**src/sia_defs.vh**
```
// Register offsets, field positions, reset values and timing counts of the interrupt aggregator.
`ifndef SIA_DEFS_VH
`define SIA_DEFS_VH

`define SIA_ADDR_W            12
`define SIA_ADDR_CFG          12'h054
`define SIA_ADDR_STS          12'h058
`define SIA_ADDR_EN           12'h05C
`define SIA_ADDR_EV_STS       12'h060
`define SIA_ADDR_EV_MASK      12'h064

`define SIA_CFG_PUSHPULL      0
`define SIA_CFG_CLK_SEL       1
`define SIA_CFG_POL           4
`define SIA_CFG_LINE_EN       8
`define SIA_CFG_REQ           12
`define SIA_CFG_DEAS_BUSY     13
`define SIA_CFG_DEAS_LSB      24
`define SIA_CFG_DEAS_MSB      31
`define SIA_CFG_RESET         32'h0000_0000

`define SIA_SRC_ECAT          0
`define SIA_SRC_PME           1
`define SIA_SRC_PHY_A         2
`define SIA_SRC_PHY_B         3
`define SIA_SRC_GPT           4
`define SIA_SRC_SOFT          5
`define SIA_SRC_READY         6
`define SIA_SRC_W             7
`define SIA_EN_RESET          7'h00

`define SIA_EV_ASSERT         0
`define SIA_EV_DEAS_DONE      1
`define SIA_EV_W              2
`define SIA_EV_MASK_RESET     2'h0

`define SIA_CLK_PERIOD_NS     5
`define SIA_DEAS_UNIT_NS      10000
`define SIA_DEAS_UNIT_CYC     ((`SIA_DEAS_UNIT_NS + `SIA_CLK_PERIOD_NS - 1) / `SIA_CLK_PERIOD_NS)
`define SIA_DEAS_W            8

`endif

```
**src/sia_flag.v**
```verilog
// Sticky flag whose hardware set wins over a clear in the same cycle.
`default_nettype none

module sia_flag (
    input  wire ref_clk,
    input  wire resetn,
    input  wire set,
    input  wire clr,
    output reg  q
);

    always @(posedge ref_clk) begin
        if (!resetn) begin
            q <= 1'b0;
        end else if (set) begin
            q <= 1'b1;
        end else if (clr) begin
            q <= 1'b0;
        end
    end

endmodule

`default_nettype wire

```
**src/sia_deas_timer.v**
```verilog
// De-assertion interval timer counting whole units of a prescaled time base.
`default_nettype none

module sia_deas_timer #(
    parameter UNIT_CYC = 2000,
    parameter W        = 8
) (
    input  wire         ref_clk,
    input  wire         resetn,
    input  wire         start,
    input  wire [W-1:0] interval,
    output wire         busy,
    output reg          done
);

    reg [15:0]  pre_reg;
    reg [W-1:0] cnt_reg;
    wire        tick;

    assign tick = (pre_reg == UNIT_CYC[15:0] - 16'h0001);
    assign busy = (cnt_reg != {W{1'b0}});

    always @(posedge ref_clk) begin
        if (!resetn) begin
            pre_reg <= 16'h0000;
            cnt_reg <= {W{1'b0}};
            done    <= 1'b0;
        end else begin
            done <= 1'b0;
            if (start) begin
                // A zero interval loads nothing, so the timer stays idle.
                pre_reg <= 16'h0000;
                cnt_reg <= interval;
            end else if (busy) begin
                pre_reg <= tick ? 16'h0000 : pre_reg + 16'h0001;
                if (tick) begin
                    cnt_reg <= cnt_reg - {{(W-1){1'b0}}, 1'b1};
                    done    <= (cnt_reg == {{(W-1){1'b0}}, 1'b1});
                end
            end
        end
    end

endmodule

`default_nettype wire

```
**src/sia_top.v**
```verilog
// System interrupt aggregator: top status, enable and line configuration behind APB.
//
// Design decisions made here: the APB slave port and the register addresses.
`include "sia_defs.vh"
`default_nettype none

// What this block does
// All internal sources merge into one host interrupt line, each maskable.
// Software sets line driver type, active polarity and minimum inactive interval.
// An open-drain driver option lets several devices share one line.
// Top status bits gated by matching enable bits form the host interrupt.
// Timer, software and ready sources live fully in top status and enable.
// Fieldbus, power and transceiver sources show only a summary bit here.
// Summary bits stay set until the host clears the event at its source.
// A line configuration bit enables driving the pin, apart from status and enable.
// A de-assertion timer holds the line inactive while it runs.
// An all-zero interval field disables the de-assertion timer.
// The interval starts whenever the line goes inactive, for any reason.
// The software flag sets only on a rising edge of its enable bit.
// Writing one clears the ready status bit; writing zero leaves it.
// The line is active only while the line enable bit is set.
// Clock select routes the crystal clock onto the pin for debug.
// The interval counts in a fixed unit derived from the system clock.
module sia_top #(
    parameter DEAS_UNIT_CYC = `SIA_DEAS_UNIT_CYC
) (
    input  wire                   ref_clk,
    input  wire                   resetn,
    input  wire                   psel,
    input  wire                   penable,
    input  wire                   pwrite,
    input  wire [`SIA_ADDR_W-1:0] paddr,
    input  wire [31:0]            pwdata,
    output reg  [31:0]            prdata,
    output reg                    pready,
    output reg                    pslverr,
    input  wire                   ecat_irq_in,
    input  wire                   pme_irq_in,
    input  wire                   phy_a_irq_in,
    input  wire                   phy_b_irq_in,
    input  wire                   gpt_wrap_pulse,
    input  wire                   device_ready,
    input  wire                   xtal_clk_in,
    output reg                    irq_pin_out,
    output reg                    irq_pin_oe,
    output reg                    evt_irq
);

    reg                    line_en_reg;
    reg                    pushpull_reg;
    reg                    clk_sel_reg;
    reg                    pol_reg;
    reg [`SIA_DEAS_W-1:0]  deassert_interval_field_reg;
    reg [`SIA_SRC_W-1:0]   soft_event_enable_reg;
    reg [`SIA_EV_W-1:0]    ev_mask_reg;
    reg                    asserted_reg;
    reg                    ready_d_reg;

    reg                    asserted_next;
    reg                    pin_out_next;
    reg                    pin_oe_next;
    reg [31:0]             rd_data;
    reg                    rd_hit;

    wire                   gpt_q;
    wire                   soft_event_flag;
    wire                   ready_q;
    wire [`SIA_EV_W-1:0]   ev_q;
    wire                   deas_busy;
    wire                   deas_done;
    wire                   deas_start;
    wire [`SIA_SRC_W-1:0]  top_interrupt_status;
    wire                   irq_req;
    wire                   acc;
    wire                   wr_done;
    wire                   rd_done;
    wire                   wr_cfg;
    wire                   wr_sts;
    wire                   wr_en;
    wire                   wr_ev_mask;
    wire                   rd_ev_sts;
    wire                   soft_set;
    wire                   ready_rise;
    wire                   line_rise;
    wire [`SIA_SRC_W-1:0]  sts_clr;
    wire [`SIA_EV_W-1:0]   ev_clr;

    // Transfers finish on the edge that samples pready high, one wait cycle after setup.
    assign acc     = psel & penable;
    assign wr_done = acc & pready & pwrite;
    assign rd_done = acc & pready & ~pwrite;

    assign wr_cfg     = wr_done & (paddr == `SIA_ADDR_CFG);
    assign wr_sts     = wr_done & (paddr == `SIA_ADDR_STS);
    assign wr_en      = wr_done & (paddr == `SIA_ADDR_EN);
    assign wr_ev_mask = wr_done & (paddr == `SIA_ADDR_EV_MASK);
    assign rd_ev_sts  = rd_done & (paddr == `SIA_ADDR_EV_STS);

    // Summary bits follow their sub-module request level and cannot be cleared here.
    assign top_interrupt_status = {ready_q,
                                   soft_event_flag,
                                   gpt_q,
                                   phy_b_irq_in,
                                   phy_a_irq_in,
                                   pme_irq_in,
                                   ecat_irq_in};

    assign irq_req = (|(top_interrupt_status & soft_event_enable_reg))
                     & line_en_reg;

    assign soft_set   = wr_en & pwdata[`SIA_SRC_SOFT]
                        & ~soft_event_enable_reg[`SIA_SRC_SOFT];
    assign ready_rise = device_ready & ~ready_d_reg;
    assign line_rise  = asserted_next & ~asserted_reg;

    // Write-one-to-clear strobes; the summary bits of this word have no clear and ignore them.
    assign sts_clr = {`SIA_SRC_W{wr_sts}} & pwdata[`SIA_SRC_W-1:0];

    // Only bits the host has already been shown are cleared, so a fresh event is never lost.
    assign ev_clr = {`SIA_EV_W{rd_ev_sts}} & prdata[`SIA_EV_W-1:0];

    // Any fall of the line, whatever caused it, restarts the interval.
    assign deas_start = asserted_reg & ~asserted_next;

    sia_flag u_gpt_flag (
        .ref_clk (ref_clk),
        .resetn  (resetn),
        .set     (gpt_wrap_pulse),
        .clr     (sts_clr[`SIA_SRC_GPT]),
        .q       (gpt_q)
    );

    sia_flag u_soft_flag (
        .ref_clk (ref_clk),
        .resetn  (resetn),
        .set     (soft_set),
        .clr     (sts_clr[`SIA_SRC_SOFT]),
        .q       (soft_event_flag)
    );

    sia_flag u_ready_flag (
        .ref_clk (ref_clk),
        .resetn  (resetn),
        .set     (ready_rise),
        .clr     (sts_clr[`SIA_SRC_READY]),
        .q       (ready_q)
    );

    sia_flag u_ev_assert (
        .ref_clk (ref_clk),
        .resetn  (resetn),
        .set     (line_rise),
        .clr     (ev_clr[`SIA_EV_ASSERT]),
        .q       (ev_q[`SIA_EV_ASSERT])
    );

    sia_flag u_ev_deas (
        .ref_clk (ref_clk),
        .resetn  (resetn),
        .set     (deas_done),
        .clr     (ev_clr[`SIA_EV_DEAS_DONE]),
        .q       (ev_q[`SIA_EV_DEAS_DONE])
    );

    sia_deas_timer #(
        .UNIT_CYC (DEAS_UNIT_CYC),
        .W        (`SIA_DEAS_W)
    ) u_deas (
        .ref_clk  (ref_clk),
        .resetn   (resetn),
        .start    (deas_start),
        .interval (deassert_interval_field_reg),
        .busy     (deas_busy),
        .done     (deas_done)
    );

    always @* begin
        // The line may not rise again while the interval runs.
        asserted_next = irq_req & ~deas_busy;
        pin_out_next  = 1'b0;
        pin_oe_next   = 1'b0;
        if (clk_sel_reg) begin
            // Push-pull is the sensible choice here; open-drain would round the clock edges.
            pin_out_next = xtal_clk_in;
            pin_oe_next  = 1'b1;
        end else if (line_en_reg) begin
            if (pushpull_reg) begin
                pin_out_next = asserted_next ? pol_reg : ~pol_reg;
                pin_oe_next  = 1'b1;
            end else begin
                pin_out_next = pol_reg;
                pin_oe_next  = asserted_next;
            end
        end
    end

    always @* begin
        rd_data = 32'h0000_0000;
        rd_hit  = 1'b1;
        case (paddr)
            `SIA_ADDR_CFG: begin
                rd_data[`SIA_CFG_PUSHPULL]  = pushpull_reg;
                rd_data[`SIA_CFG_CLK_SEL]   = clk_sel_reg;
                rd_data[`SIA_CFG_POL]       = pol_reg;
                rd_data[`SIA_CFG_LINE_EN]   = line_en_reg;
                rd_data[`SIA_CFG_REQ]       = asserted_reg;
                rd_data[`SIA_CFG_DEAS_BUSY] = deas_busy;
                rd_data[`SIA_CFG_DEAS_MSB:`SIA_CFG_DEAS_LSB] = deassert_interval_field_reg;
            end
            `SIA_ADDR_STS: begin
                rd_data[`SIA_SRC_W-1:0] = top_interrupt_status;
            end
            `SIA_ADDR_EN: begin
                rd_data[`SIA_SRC_W-1:0] = soft_event_enable_reg;
            end
            `SIA_ADDR_EV_STS: begin
                rd_data[`SIA_EV_W-1:0] = ev_q;
            end
            `SIA_ADDR_EV_MASK: begin
                rd_data[`SIA_EV_W-1:0] = ev_mask_reg;
            end
            default: begin
                rd_hit = 1'b0;
            end
        endcase
    end

    always @(posedge ref_clk) begin
        if (!resetn) begin
            pready <= 1'b0;
        end else begin
            pready <= acc & ~pready;
        end
    end

    always @(posedge ref_clk) begin
        if (!resetn) begin
            prdata  <= 32'h0000_0000;
            pslverr <= 1'b0;
        end else if (acc & ~pready) begin
            // Read data is frozen here so a read-clear drops only bits that were seen.
            prdata  <= pwrite ? 32'h0000_0000 : rd_data;
            pslverr <= ~rd_hit;
        end else begin
            // Both fall with pready, so nothing stale is shown outside the answer cycle.
            prdata  <= 32'h0000_0000;
            pslverr <= 1'b0;
        end
    end

    always @(posedge ref_clk) begin
        if (!resetn) begin
            pushpull_reg                <= 1'b0;
            clk_sel_reg                 <= 1'b0;
            pol_reg                     <= 1'b0;
            line_en_reg                 <= 1'b0;
            deassert_interval_field_reg <= {`SIA_DEAS_W{1'b0}};
        end else if (wr_cfg) begin
            pushpull_reg                <= pwdata[`SIA_CFG_PUSHPULL];
            clk_sel_reg                 <= pwdata[`SIA_CFG_CLK_SEL];
            pol_reg                     <= pwdata[`SIA_CFG_POL];
            line_en_reg                 <= pwdata[`SIA_CFG_LINE_EN];
            deassert_interval_field_reg <= pwdata[`SIA_CFG_DEAS_MSB:`SIA_CFG_DEAS_LSB];
        end
    end

    always @(posedge ref_clk) begin
        if (!resetn) begin
            soft_event_enable_reg <= `SIA_EN_RESET;
        end else if (wr_en) begin
            soft_event_enable_reg <= pwdata[`SIA_SRC_W-1:0];
        end
    end

    always @(posedge ref_clk) begin
        if (!resetn) begin
            ev_mask_reg <= `SIA_EV_MASK_RESET;
        end else if (wr_ev_mask) begin
            ev_mask_reg <= pwdata[`SIA_EV_W-1:0];
        end
    end

    always @(posedge ref_clk) begin
        if (!resetn) begin
            asserted_reg <= 1'b0;
            ready_d_reg  <= 1'b0;
        end else begin
            asserted_reg <= asserted_next;
            ready_d_reg  <= device_ready;
        end
    end

    // The pin is driven from flops so it never glitches while the source terms settle.
    always @(posedge ref_clk) begin
        if (!resetn) begin
            irq_pin_out <= 1'b0;
            irq_pin_oe  <= 1'b0;
        end else begin
            irq_pin_out <= pin_out_next;
            irq_pin_oe  <= pin_oe_next;
        end
    end

    always @(posedge ref_clk) begin
        if (!resetn) begin
            evt_irq <= 1'b0;
        end else begin
            evt_irq <= |(ev_q & ev_mask_reg);
        end
    end

endmodule

`default_nettype wire

```
**config.mk**
```make
export PLATFORM = sky130hd
export DESIGN_NAME = sia_top
export DESIGN_NICKNAME = d
export VERILOG_FILES = /design/src/sia_flag.v /design/src/sia_deas_timer.v /design/src/sia_top.v
export VERILOG_INCLUDE_DIRS = /design/src /design/src/src
export SDC_FILE = /design/constraint.sdc
export NUM_CORES = 1
export LEC_CHECK = 0
export BUFFER_PORTS_ARGS = -buffer_cell sky130_fd_sc_hd__buf_4
export CAP_MARGIN = 20
export CORE_MARGIN = 2
export CORE_UTILIZATION = 30
export DETAILED_ROUTE_END_ITERATION = 10
export GPL_ROUTABILITY_DRIVEN = 0
export PLACE_DENSITY = 0.48
export REMOVE_ABC_BUFFERS = 1
export SETUP_SLACK_MARGIN = 0.1
export SYNTH_ARGS = -nofsm -noshare
export SYNTH_HDL_FRONTEND = slang
export SYNTH_SLANG_ARGS = --single-unit
```
**constraint.sdc**
```tcl
create_clock -name ref_clk -period 2 [get_ports ref_clk]
set_input_delay 0.1 -clock ref_clk [delete_from_list [all_inputs] [get_ports ref_clk]]
set_output_delay 0.1 -clock ref_clk [all_outputs]
set_load 0.02 [all_outputs]
```
-- Word-level counts from Yosys, hierarchy flattened
Cells that the tools add are included.
- register bits: 90
- input port bits: 56
- output and inout port bits: 37
- logic and storage cells: 111
- add/sub/neg operators: 2
- eq/ne operators: 7
- multiplexer cells: 26
- bitwise gates (word level): 34
- reductions and logical operators: 17
- operator list (operator ; count):
    $eq 12x7->1 const B ; 5
    $mux 8 ; 3
    $mux 1 ; 18
    $and 1x1->1 ; 17
    $add 16x1->16 const B ; 1
    $eq 16x11->1 const B ; 1
    $mux 16 ; 1
    $and 7x7->7 ; 2
    $reduce_bool 2->1 ; 7
    $not 1->1 ; 13
    $pmux 2 s5 ; 1
    $eq 8x1->1 const B ; 1
    $pmux 2 s2 ; 2
    $reduce_bool 8->1 ; 1
    $reduce_or 4->1 ; 2
    $sub 8x1->8 const B ; 1
    $reduce_or 7->1 ; 1
    $reduce_or 5->1 ; 1
    $and 2x2->2 ; 2
    $reduce_and 2->1 ; 2
    $reduce_or 2->1 ; 2
    $pmux 1 s3 ; 1
    $reduce_or 3->1 ; 1

-- Depth between registers and ports, before layout
Gate-level depths: netlist of the first run.
- depth in word-level cells: 8
- mapped depth: 9
- mapped depth without buffers: 6

-- Hierarchy
From an unflattened synthesis of the first run, not the netlist that was laid out.
- cells, all modules: 403
- area total of the unflattened synthesis: 3684.8 sq um
- by module, submodules not included (module ; times used ; cells an instance ; area an instance (sq um) ; seq. area each (sq um)):
    sia_top ; 1 ; 216 ; 2062.0 ; 920.9
    sia_deas_timer ; 1 ; 172 ; 1416.4 ; 500.5
    sia_flag ; 5 ; 3 ; 41.3 ; 20.0

-- Worst setup path after synthesis of the first run
No wires, ideal clock.
- path kind: register to register
- start: reg u_deas.cnt_reg[0]
- end: reg u_deas.cnt_reg[1]
- library setup time: 0.116 ns
- arrival: 1.965 ns
- data required time: 1.884 ns
- setup slack: -0.082 ns
- stages on the path, launching flop included: 10
- path buffers: 3
- period minus slack after synthesis: 2.082 ns
- cells stage by stage: dfxtp_1 > inv_1 > ha_1 > or3b_2 > clkbuf_1 > nor2_2 > buf_2 > buf_2 > a211oi_1 > a41o_1
- longest elaborated chain between the ends: 7
- elaborated cells on any way between the ends: 12
- those cells by class: add/sub (1); mux (3); bitwise (4); reduce/logical (4)
- RTL lines (what ; line ; source):
    from (decl) ; sia_deas_timer.v:17 ; reg [W-1:0] cnt_reg;
    from (signal assigned) ; sia_deas_timer.v:26 ; cnt_reg <= {W{1'b0}};
    from (signal assigned) ; sia_deas_timer.v:33 ; cnt_reg <= interval;
    from (signal assigned) ; sia_deas_timer.v:37 ; cnt_reg <= cnt_reg - {{(W-1){1'b0}}, 1'b1};
    parallel branches: the longest is 7 deep, another holds $sub 8x1->8 ; n/a ;
Several ways; the timed one is not identified. The select of a mux whose other input is x is not followed.
A chain may end at the register's enable or synchronous reset.

-- Worst setup path in the final report of the first run
- start: reg u_deas.cnt_reg[2]
- end: reg u_deas.pre_reg[12]
- longest elaborated chain between the ends: 6
- RTL lines (what ; line ; source):
    $reduce_bool 8->1 (*) ; sia_deas_timer.v:21 ; assign busy = (cnt_reg != {W{1'b0}});
    $not 1->1 (no line) ; n/a ;
    $and 1x1->1 ; sia_top.v:179 ; asserted_next = irq_req & ~deas_busy;
    $not 1->1 ; sia_top.v:123 ; assign deas_start = asserted_reg & ~asserted_next;
    $and 1x1->1 ; sia_top.v:123 ;
    $reduce_or 2->1 (no line) ; n/a ;
    to (signal assigned) ; sia_deas_timer.v:35 ; pre_reg <= tick ? 16'h0000 : pre_reg + 16'h0001;
    to (decl) ; sia_deas_timer.v:16 ; reg [15:0] pre_reg;
Every way passes the cells marked *; elsewhere a longest branch is shown, timed or not.

==> metrics.log, run 1 <==
[metrics] result of the run: complete, but fails checks
[metrics] violations in the final reports: negative setup slack
[metrics] Clk pin slew, worst setup/hold paths: 0.06 ns
[metrics] CP endpoint kind: flip-flop
[metrics] total number of clock tree sinks: 76
[metrics] area overhead of the layout relative to synthesis: 43.94%
[metrics] Total Negative Setup Slacks: -0.1448 ns
[metrics] antenna diode count: 0
[metrics] detailed-route DRC error count: 0
[metrics] synthesized area: 0.003602 mm2
[metrics] via total after detailed routing: 3389
[metrics] proportion of synthesized flip-flops having asynchronous set or reset: 0%
[metrics] per-instance average area after synthesis: 8.894 um2
[metrics] standard cell with the maximum stage delay on the critical path: or4_4
[metrics] count of max-cap constraint violations: 0
[metrics] Arrival @ worst endpoint: 2.29 ns
[metrics] number of setup violations in the final report: 6
[metrics] final critical-path share of the clock period: 102.3%
[metrics] CTS tree: built
[metrics] clock latency of the later-clocked register in the worst-skew pair: 0.35 ns
[metrics] cells traversed along the worst timing path: or4_4, buf_6, o211ai_1, o21ai_1, a2111oi_2
[metrics] count of mapped cells out of synthesis: 405
[metrics] HP Class: in -> reg
[metrics] critical path class: reg -> reg
[metrics] max-slew violations: 0
[metrics] sequential-to-total area share from yosys stat: 42.24%
[metrics] number of placement rows: 40
[metrics] number of antenna violations at the first check in global routing: 0
[metrics] crit-path max cell delay: 0.55 ns
[metrics] final cell utilization of the core: 43.71%
[metrics] die extent in y: 113.6 um
[metrics] average wire per cell in the routed design: 15.06 um
[metrics] number of flops mapped to enable cells by yosys: 0
[metrics] total number of nets in the final design: 577
[metrics] prevailing post-synth register cell: dfxtp_1
[metrics] antenna-violating nets left: 0
[metrics] required time at the worst-slack endpoint: 2.24 ns
[metrics] effective utilization at floorplan: 30.37%
[metrics] Final Routed Wirelength: 10.08 mm
[metrics] die width: 113.6 um
[metrics] Static Leakage: 2.007 nW
[metrics] port buffer count: 62
[metrics] Via density: 5.066
[metrics] final worst slack: -0.04656 ns
[metrics] total overflow reported by the global router: 0
[metrics] total area of multi-input combinational cells: 0.002042 mm2
[metrics] minimum clock period after layout: 2.047 ns
[metrics] flip-flop count of the largest register, all copies and words added: 18
[metrics] top-level port count: 93
[metrics] All-Layer GR Usage: 16.08%
[metrics] PD cells: 665.3 mW/mm2
[metrics] number of H-tree levels: 3
[metrics] unrepaired setup endpoints after global routing: true
[metrics] placed wire-length estimate: 6.982 mm
[metrics] wire length of the first global-routing pass: 16.40 mm
[metrics] Post-Place Cells: 629
[metrics] FILL cells: 1191
[metrics] relative max-transition margin: 65.82%
[metrics] Yosys reg bits: 76
[metrics] largest net degree at the start of global routing: 30
[metrics] fraction of layout cells with a size suffix above 1: 33.33%
[metrics] number of cells in the finished layout apart from fillers: 669
[metrics] number of detailed-routing iterations run before antenna repair: 4
[metrics] final hold viol count: 0
[metrics] die area: 0.01290 mm2
[metrics] cts bufs inserted: 9
[metrics] worst-case setup slack after placement: -0.2150 ns
[metrics] sort of element at the start of the critical path: flip-flop
[metrics] Yosys cell types: 57
[metrics] Reg area: 0.001528 mm2
[metrics] worst path buffer plus inverter count: 1
[metrics] Worst Skew: 0.006567 ns
[metrics] worst-case clock buffer depth: 2
[metrics] Root Buffer Master: clkbuf_16
[metrics] initial drt markers: 109
[metrics] measured slew at the worst slew-check pin: 0.4998 ns
[metrics] CP max FO: 6
[metrics] via count of the first global-routing pass: 3418
[metrics] maximum operating frequency: 488.6 MHz
[metrics] final hold slack: 0.01046 ns
[metrics] core footprint: 0.01186 mm2
[metrics] Yosys warnings: 0
[metrics] family of cells with the greatest summed delay on the critical path: compound AO/OA/AOI/OAI gates
[metrics] peak supply drop: 0.0003588 V
-- where the power goes --
group,switching (mW),internal (mW)
combinational,0.0967,0.0797
clock,0.658,1.09
sequential,0.00367,1.52
total,0.759,2.69
-- cells by family (layout without fill, tap and decap cells) --
family / Yosys count / after routing / share of synthesized area [%]
other: 1 / 14 / 0.1041
flip-flops: 76 / 76 / 42.24
buffers and inverters: 54 / 158 / 7.259
adder cells (fa/ha/maj): 4 / 4 / 1.389
AO/OA/AOI/OAI: 86 / 86 / 17.40
AND/OR/NAND/NOR: 156 / 156 / 24.07
multiplexers: 20 / 20 / 5.592
XOR/XNOR: 8 / 8 / 1.945
-- worst reg2reg max path: cells and delay by family (launching register included) --
family / cells / cell delay [ns]
compound gates: 3 / 0.93
simple gates: 1 / 0.55
flops: 1 / 0.31
buf+inv: 1 / 0.14
-- cells in the final DEF, fill, tap and decap left out, types with 7 or more instances in the layout --
| cell | Yosys | routed |
|---|---|---|
| mux2i_1 | 19 | 19 |
| and2_1 | 15 | 15 |
| conb_1 | 1 | 14 |
| nor4_1 | 13 | 12 |
| nand2_1 | 46 | 46 |
| dlygate4sd3_1 | 0 | 7 |
| buf_4 | 14 | 107 |
| a211oi_1 | 10 | 7 |
| clkbuf_16 | 0 | 11 |
| a31oi_1 | 7 | 7 |
| inv_1 | 13 | 11 |
| o21ai_0 | 15 | 10 |
| nor2_1 | 11 | 10 |
| or3_1 | 7 | 7 |
| dfxtp_1 | 76 | 71 |
| nor3_1 | 7 | 7 |
| buf_6 | 0 | 10 |
| nand3_1 | 14 | 14 |
-- area by class of cell --
type                       instances  share of cell area (%)
multi-input combinational        288                   39.38
inverter                          14                   1.014
sequential                        76                   29.46
tap                              147                   3.547
clock inverter                     6                   1.713
clock buffer                      10                   4.416
timing repair buffer             128                   20.46
-- cell usage after synthesis (4+ instances only) --
cell type	count	share of area, %
a211oi_1	10	2.1
nand2_1	46	4.8
a2111oi_0	8	1.9
or4_1	9	1.9
nand3_1	14	1.9
buf_2	5	0.69
inv_1	13	1.4
or3_1	7	1.2
o21ai_0	15	2.1
a21oi_1	6	0.83
xor2_1	4	0.97
a22oi_1	6	1.3
nor3_1	7	0.97
ha_1	4	1.4
xnor2_1	4	0.97
nand4_1	5	0.87
and2_1	15	2.6
buf_4	14	2.9
nor4_1	13	2.3
a311oi_1	7	1.7
clkbuf_1	21	2.2
dfxtp_1	76	42
o31ai_1	5	1.0
a32oi_1	4	0.97
nor2_1	11	1.1
and4_1	5	1.2
nor2b_1	4	0.69
a31oi_1	7	1.2
mux2i_1	19	5.3
-- final timing paths --
check | start | endpoint | slack, ns | cells after the start
setup / recovery | u_deas.cnt_reg[2]$_SDFFE_PN0P_ | u_deas.pre_reg[12]$_SDFFE_PP0P_ | -0.05 | 5
setup reg to reg | u_deas.cnt_reg[2]$_SDFFE_PN0P_ | u_deas.pre_reg[12]$_SDFFE_PP0P_ | -0.05 | 5
hold reg to reg | u_deas.done$_SDFF_PP0_ | u_ev_deas.q$_SDFFE_PN0P_ | 0.45 | 1
hold / removal | pwdata[29] | deassert_interval_field_reg[5]$_SDFFE_PN0P_ | 0.01 | 3
-- timing repair --
action,4_1_cts,5_1_grt
setup buffers,2,11
endpoints found under the setup margin,25,26
endpoints found under the hold margin,7,0
resized for setup,16,45
pin swaps,13,15
cloned,0,4
hold buffers,7,0
-- per-layer routing --
layer	GRT usage (%)	vias to the layer above	wire, um	part of all wire (%)
met2	27.66	71	4935	49
li1	-	1705	-	-
met5	0	-	0	0
met1	18.83	1602	4507	45
met4	4.634	0	128	1.3
met3	5.898	11	506	5.0
-- metrics by stage --
| step | power, mW | cell area [um2] |
|---|---|---|
| 6_report | 3.450 | 5185 |
| 5_1_grt | 3.572 | 5185 |
| 4_1_cts | 3.506 | 4858 |
| 3_5_place_dp | 1.722 | 4407 |
| 3_3_place_gp | 1.721 | 4407 |
| 2_1_floorplan | 1.614 | 3442 |
No activity file was read; power rests on OpenSTA's default activity.
==> inputs of run 2 (changes only) <==
--- a/config.mk
+++ b/config.mk
@@ -12,7 +12,7 @@
 export CORE_UTILIZATION = 30
 export DETAILED_ROUTE_END_ITERATION = 10
 export GPL_ROUTABILITY_DRIVEN = 0
-export PLACE_DENSITY = 0.48
+export PLACE_DENSITY = 0.49
 export REMOVE_ABC_BUFFERS = 1
 export SETUP_SLACK_MARGIN = 0.1
 export SYNTH_ARGS = -nofsm -noshare
==> metrics.log, run 2 (same netlist as run 1, synthesis figures left out) <==
[metrics] result of the run: completed
[metrics] r2r startpoint: u_deas.cnt_reg[2]$_SDFFE_PN0P_
[metrics] final critical-path share of the clock period: 99.47% (-2.9 points)
[metrics] die width: 113.6 um (unchanged)
[metrics] die extent in y: 113.6 um (unchanged)
[metrics] core footprint: 0.01186 mm2 (unchanged)
[metrics] flip-flop count of the largest register, all copies and words added: 18 (unchanged)
[metrics] number of detailed-routing iterations run before antenna repair: 4 (unchanged)
[metrics] max-slew violations: 0 (unchanged)
[metrics] CP endpoint kind: flip-flop
[metrics] number of placement rows: 40 (unchanged)
[metrics] sort of element at the start of the critical path: flip-flop
[metrics] final hold viol count: 0 (unchanged)
[metrics] via total after detailed routing: 3308 (-2.4%)
[metrics] Arrival @ worst endpoint: 2.24 ns (-0.05 ns)
[metrics] final hold slack: 0.01862 ns (+0.008158 ns)
[metrics] All-Layer GR Usage: 15.60% (-0.48 points)
[metrics] wire length of the first global-routing pass: 16.01 mm (-2.4%)
[metrics] port buffer count: 62 (unchanged)
[metrics] cts bufs inserted: 9 (unchanged)
[metrics] maximum operating frequency: 502.7 MHz (+2.9%)
[metrics] commonest cells after routing, fill and taps aside: buf_4, dfxtp_1, nand2_1
[metrics] placed wire-length estimate: 6.828 mm (-2.2%)
[metrics] initial drt markers: 101 (-7.3%)
[metrics] HP Class: in -> reg
[metrics] Total Negative Setup Slacks: 0 ns (+0.1448 ns)
[metrics] unrepaired setup endpoints after global routing: true
[metrics] fraction of layout cells with a size suffix above 1: 30.94% (-2.4 points)
[metrics] worst-case setup slack after placement: -0.1090 ns (+0.1059 ns)
[metrics] CTS tree: built
[metrics] CP max FO: 3 (-3)
[metrics] final cell utilization of the core: 41.79% (-1.9 points)
[metrics] Via density: 5.105 (+0.77%)
[metrics] Clk pin slew, worst setup/hold paths: 0.06 ns (about the same)
[metrics] die area: 0.01290 mm2 (unchanged)
[metrics] antenna diode count: 0 (unchanged)
[metrics] top-level port count: 93 (unchanged)
[metrics] area overhead of the layout relative to synthesis: 37.62%
[metrics] Root Buffer Master: clkbuf_16
[metrics] total number of clock tree sinks: 76 (unchanged)
[metrics] count of max-cap constraint violations: 0 (unchanged)
[metrics] critical path class: reg -> reg
[metrics] average wire per cell in the routed design: 14.95 um (-0.75%)
[metrics] Worst Skew: 0.004954 ns (-0.001613 ns)
[metrics] number of setup violations in the final report: 0 (-6)
[metrics] measured slew at the worst slew-check pin: 0.4845 ns (-0.01535 ns)
[metrics] largest net degree at the start of global routing: 30 (unchanged)
[metrics] total overflow reported by the global router: 0 (unchanged)
[metrics] leading cell type in the layout, fill and taps excluded: buf_4
[metrics] required time at the worst-slack endpoint: 2.25 ns (about the same)
[metrics] Final Routed Wirelength: 9.688 mm (-3.9%)
[metrics] clock latency of the later-clocked register in the worst-skew pair: 0.33 ns (-0.02 ns)
[metrics] detailed-route DRC error count: 0 (unchanged)
[metrics] start point of the critical path: u_deas.cnt_reg[2]$_SDFFE_PN0P_
[metrics] minimum clock period after layout: 1.989 ns (-0.05717 ns)
[metrics] hold path startpoint: pwdata[28]
[metrics] worst-case clock buffer depth: 2 (unchanged)
[metrics] total power: 3.568 mW (+3.4%)
[metrics] Static Leakage: 1.883 nW (-6.2%)
[metrics] antenna-violating nets left: 0 (unchanged)
[metrics] total number of nets in the final design: 557 (-3.5%)
[metrics] via count of the first global-routing pass: 3287 (-3.8%)
[metrics] peak supply drop: 0.0004175 V (+16%)
[metrics] number of antenna violations at the first check in global routing: 0 (unchanged)
[metrics] number of H-tree levels: 3 (unchanged)
[metrics] effective utilization at floorplan: 30.37% (unchanged)
[metrics] PD cells: 719.7 mW/mm2 (+8.2%)
[metrics] internal reg-to-reg setup slack: 0.01 ns (+0.06 ns)
[metrics] relative max-transition margin: 66.87% (+1.0 points)
[metrics] final worst slack: 0.01061 ns (+0.05717 ns)
run 2: timing repair:
action,4_1_cts,5_1_grt
gates resized for setup,17,33
setup buffers,3,4
endpoints found under the hold margin,2,0
endpoints found under the setup margin,22,26
hold buffers,2,0
pin swaps,7,8
run 2: layout make-up:
type | count | area (um2)
Fill cell | 1163 | 6904
Multi-Input combinational cell | 288 | 2001
Sequential cell | 76 | 1529
Timing Repair Buffer | 108 | 850.8
Clock buffer | 11 | 242.7
Tap cell | 147 | 183.9
Clock inverter | 4 | 97.59
Inverter | 14 | 52.55
run 2: layer usage:
layer  global-route usage, %  vias up  share of wire [%]
met1                   19.29     1547                 46
met3                   4.570       11                4.7
li1                        -     1667                  -
met2                   26.55       83                 49
met4                   4.309        0               0.98
met5                       0        -                  0
run 2: final timing paths:
path,end,cells past startpoint
worst max-delay path,u_deas.cnt_reg[7]$_SDFFE_PN0P_,4
worst min-delay path,deassert_interval_field_reg[4]$_SDFFE_PN0P_,3
worst max register to register,u_deas.cnt_reg[7]$_SDFFE_PN0P_,4
worst min register to register,u_ev_deas.q$_SDFFE_PN0P_,1
run 2: power breakdown:
part / leakage (nW) / internal, mW / total [mW] / switching, mW
Sequential: 0.616 / 1.52 / 1.52 / 0.00363
Clock: 0.162 / 1.25 / 1.88 / 0.629
Combinational: 1.11 / 0.0734 / 0.169 / 0.0955
Total: 1.88 / 2.84 / 3.57 / 0.729
run 2: through the flow:
step                instance area [um2]  cells
floorplan                          3442    378
global placement                   4369    624
detailed placement                 4369    624
CTS                                4811    644
global route                       4957    648
finish                             4957    648
run 2: worst max-delay path, stage by stage (launching register included):
cell,delay [ns]
dfxtp_2,0.32
or4_4,0.57
or3_1,0.37
or4_1,0.42
a311oi_2,0.22
==> inputs of run 3 (changes only) <==
--- a/config.mk
+++ b/config.mk
@@ -12,7 +12,7 @@
 export CORE_UTILIZATION = 30
 export DETAILED_ROUTE_END_ITERATION = 10
 export GPL_ROUTABILITY_DRIVEN = 0
-export PLACE_DENSITY = 0.49
+export PLACE_DENSITY = 0.47
 export REMOVE_ABC_BUFFERS = 1
 export SETUP_SLACK_MARGIN = 0.1
 export SYNTH_ARGS = -nofsm -noshare
==> constraint.sdc (replaced) <==
create_clock -name ref_clk -period 2.5 [get_ports ref_clk]
set_input_delay 0.125 -clock ref_clk [delete_from_list [all_inputs] [get_ports ref_clk]]
set_output_delay 0.125 -clock ref_clk [all_outputs]
set_load 0.02 [all_outputs]
==> metrics.log, run 3 (same netlist as run 1, synthesis figures left out) <==
[metrics] FILL cells: 1208 (+3.9%)
[metrics] HP Class: in -> reg
[metrics] unrepaired setup endpoints after global routing: true
[metrics] largest net degree at the start of global routing: 37 (+23%)
[metrics] final cell utilization of the core: 38.34% (-3.4 points)
[metrics] final critical-path share of the clock period: 90.14% (-9.3 points)
[metrics] detailed-route DRC error count: 0 (unchanged)
[metrics] Arrival @ worst endpoint: 2.49 ns (+0.25 ns)
[metrics] All-Layer GR Usage: 15.03% (-0.57 points)
[metrics] PD cells: 581.1 mW/mm2 (-19%)
[metrics] die width: 113.6 um (unchanged)
[metrics] cts bufs inserted: 9 (unchanged)
[metrics] top-level port count: 93 (unchanged)
[metrics] Static Leakage: 1.697 nW (-9.9%)
[metrics] family of cells with the greatest summed delay on the critical path: simple AND/OR/NAND/NOR gates
[metrics] number of H-tree levels: 3 (unchanged)
[metrics] wire length of the first global-routing pass: 15.78 mm (-1.5%)
[metrics] Total Negative Setup Slacks: 0 ns (unchanged)
[metrics] Worst Skew: 0.007994 ns (+0.003040 ns)
[metrics] port buffer count: 62 (unchanged)
[metrics] CP max FO: 8 (+5)
[metrics] cells traversed along the worst timing path: or4_1, or3_1, or4_1, a311oi_1
[metrics] critical path class: reg -> reg
[metrics] most frequent cell on the critical path: or4_1
[metrics] average wire per cell in the routed design: 15.07 um (+0.78%)
[metrics] Final Routed Wirelength: 9.372 mm (-3.3%)
[metrics] required time at the worst-slack endpoint: 2.74 ns (+0.49 ns)
[metrics] fraction of layout cells with a size suffix above 1: 21.68% (-9.3 points)
[metrics] number of placement rows: 40 (unchanged)
[metrics] Post-Place Cells: 601 (-3.7%)
[metrics] antenna diode count: 0 (unchanged)
[metrics] area overhead of the layout relative to synthesis: 26.26%
[metrics] Root Buffer Master: clkbuf_16
[metrics] number of antenna violations at the first check in global routing: 0 (unchanged)
[metrics] peak supply drop: 0.0002298 V (-45%)
[metrics] result of the run: completed
[metrics] flip-flop count of the largest register, all copies and words added: 18 (unchanged)
[metrics] final instance area: 0.004548 mm2 (-8.3%)
[metrics] Reg area: 0.001521 mm2 (-0.49%)
[metrics] final hold viol count: 0 (unchanged)
[metrics] CTS tree: built
[metrics] worst path buffer plus inverter count: 0 (unchanged)
[metrics] effective utilization at floorplan: 30.37% (unchanged)
[metrics] clock latency of the later-clocked register in the worst-skew pair: 0.33 ns (about the same)
[metrics] die area: 0.01290 mm2 (unchanged)
[metrics] count of max-cap constraint violations: 0 (unchanged)
[metrics] die extent in y: 113.6 um (unchanged)
[metrics] worst-case clock buffer depth: 2 (unchanged)
[metrics] leading cell type in the layout, fill and taps excluded: buf_4
[metrics] core footprint: 0.01186 mm2 (unchanged)
[metrics] placed wire-length estimate: 6.684 mm (-2.1%)
[metrics] total overflow reported by the global router: 0 (unchanged)
[metrics] maximum operating frequency: 443.7 MHz (-12%)
[metrics] total number of nets in the final design: 530 (-4.8%)
[metrics] minimum clock period after layout: 2.254 ns (+0.2642 ns)
[metrics] antenna-violating nets left: 0 (unchanged)
[metrics] standard cell with the maximum stage delay on the critical path: or4_1
[metrics] commonest cells after routing, fill and taps aside: buf_4, dfxtp_1, nand2_1
[metrics] initial drt markers: 162 (+60%)
[metrics] total number of clock tree sinks: 76 (unchanged)
[metrics] sort of element at the start of the critical path: flip-flop
[metrics] number of cells in the finished layout apart from fillers: 622 (-4.0%)
[metrics] relative max-transition margin: 35.30% (-32 points)
[metrics] measured slew at the worst slew-check pin: 0.9695 ns (+0.4850 ns)
[metrics] number of detailed-routing iterations run before antenna repair: 4 (unchanged)
[metrics] CP endpoint kind: flip-flop
[metrics] cell area reported after detailed placement: 0.004197 mm2 (-4.0%)
[metrics] total area of multi-input combinational cells: 0.001883 mm2 (-5.9%)
[metrics] number of setup violations in the final report: 0 (unchanged)
[metrics] crit-path max cell delay: 0.72 ns (+0.15 ns)
[metrics] via count of the first global-routing pass: 3259 (-0.85%)
[metrics] Clk pin slew, worst setup/hold paths: 0.06 ns (about the same)
[metrics] via total after detailed routing: 3237 (-2.1%)
[metrics] max-slew violations: 0 (unchanged)
[metrics] Via density: 5.204 (+1.9%)
[run 3: changes by cell type in the layout (fill, tap and decap cells not counted), sizes merged]
cell	previous run	this run
clkinv	1	2
buf	106	79
bufinv	3	1
clkbuf	11	10
clkinvlp	1	4
[run 3: path summary, 6_finish.rpt]
| kind | start | endpoint | slack, ns | cells past startpoint |
|---|---|---|---|---|
| setup / recovery | u_deas.cnt_reg[2]$_SDFFE_PN0P_ | u_deas.cnt_reg[7]$_SDFFE_PN0P_ | 0.25 | 4 |
| hold / removal | pwdata[27] | deassert_interval_field_reg[3]$_SDFFE_PN0P_ | 0.04 | 3 |
| hold reg to reg | u_deas.done$_SDFF_PP0_ | u_ev_deas.q$_SDFFE_PN0P_ | 0.45 | 1 |
| setup reg to reg | u_deas.cnt_reg[2]$_SDFFE_PN0P_ | u_deas.cnt_reg[7]$_SDFFE_PN0P_ | 0.25 | 4 |
[run 3: worst register-to-register path: stages (launching register included)]
cell	delay [ns]
dfxtp_1	0.36
or4_1	0.72
or3_1	0.42
or4_1	0.40
a311oi_1	0.25
[run 3: layout make-up]
cell class | instances | area share, %
clock inverter | 6 | 1.431
timing repair buffer | 81 | 13.48
sequential | 76 | 33.45
multi-input combinational | 288 | 41.40
clock buffer | 10 | 5.034
inverter | 14 | 1.155
tap | 147 | 4.044
[run 3: metal layers]
metal,track usage [%],part of all wire (%)
met4,4.390,0.77
met5,0,0
met1,19.60,46
met3,4.038,5.2
met2,24.51,48
[run 3: through the flow]
step	power [mW]	worst slack [ns]	hold WS [ns]
2_1_floorplan	1.291	0.1362	0.2035
6_report	2.643	0.2464	0.04353
5_1_grt	2.737	0.04516	0.04125
3_5_place_dp	1.375	0.1716	0.3323
4_1_cts	2.681	0.1578	0.03453
3_3_place_gp	1.375	0.2305	0.3235
[run 3: report_power, final]
group | internal (mW) | total [mW] | switching [mW]
clock network | 0.771 | 1.29 | 0.521
registers | 1.22 | 1.22 | 0.00292
logic | 0.0564 | 0.132 | 0.0760
[run 3: repair_timing]
action | 4_1_cts | 5_1_grt
setup endpoints to repair | 0 | 12
hold endpoints to repair | 2 | 0
setup buffers | 0 | 3
hold buffers | 2 | 0
gates resized for setup | 0 | 3
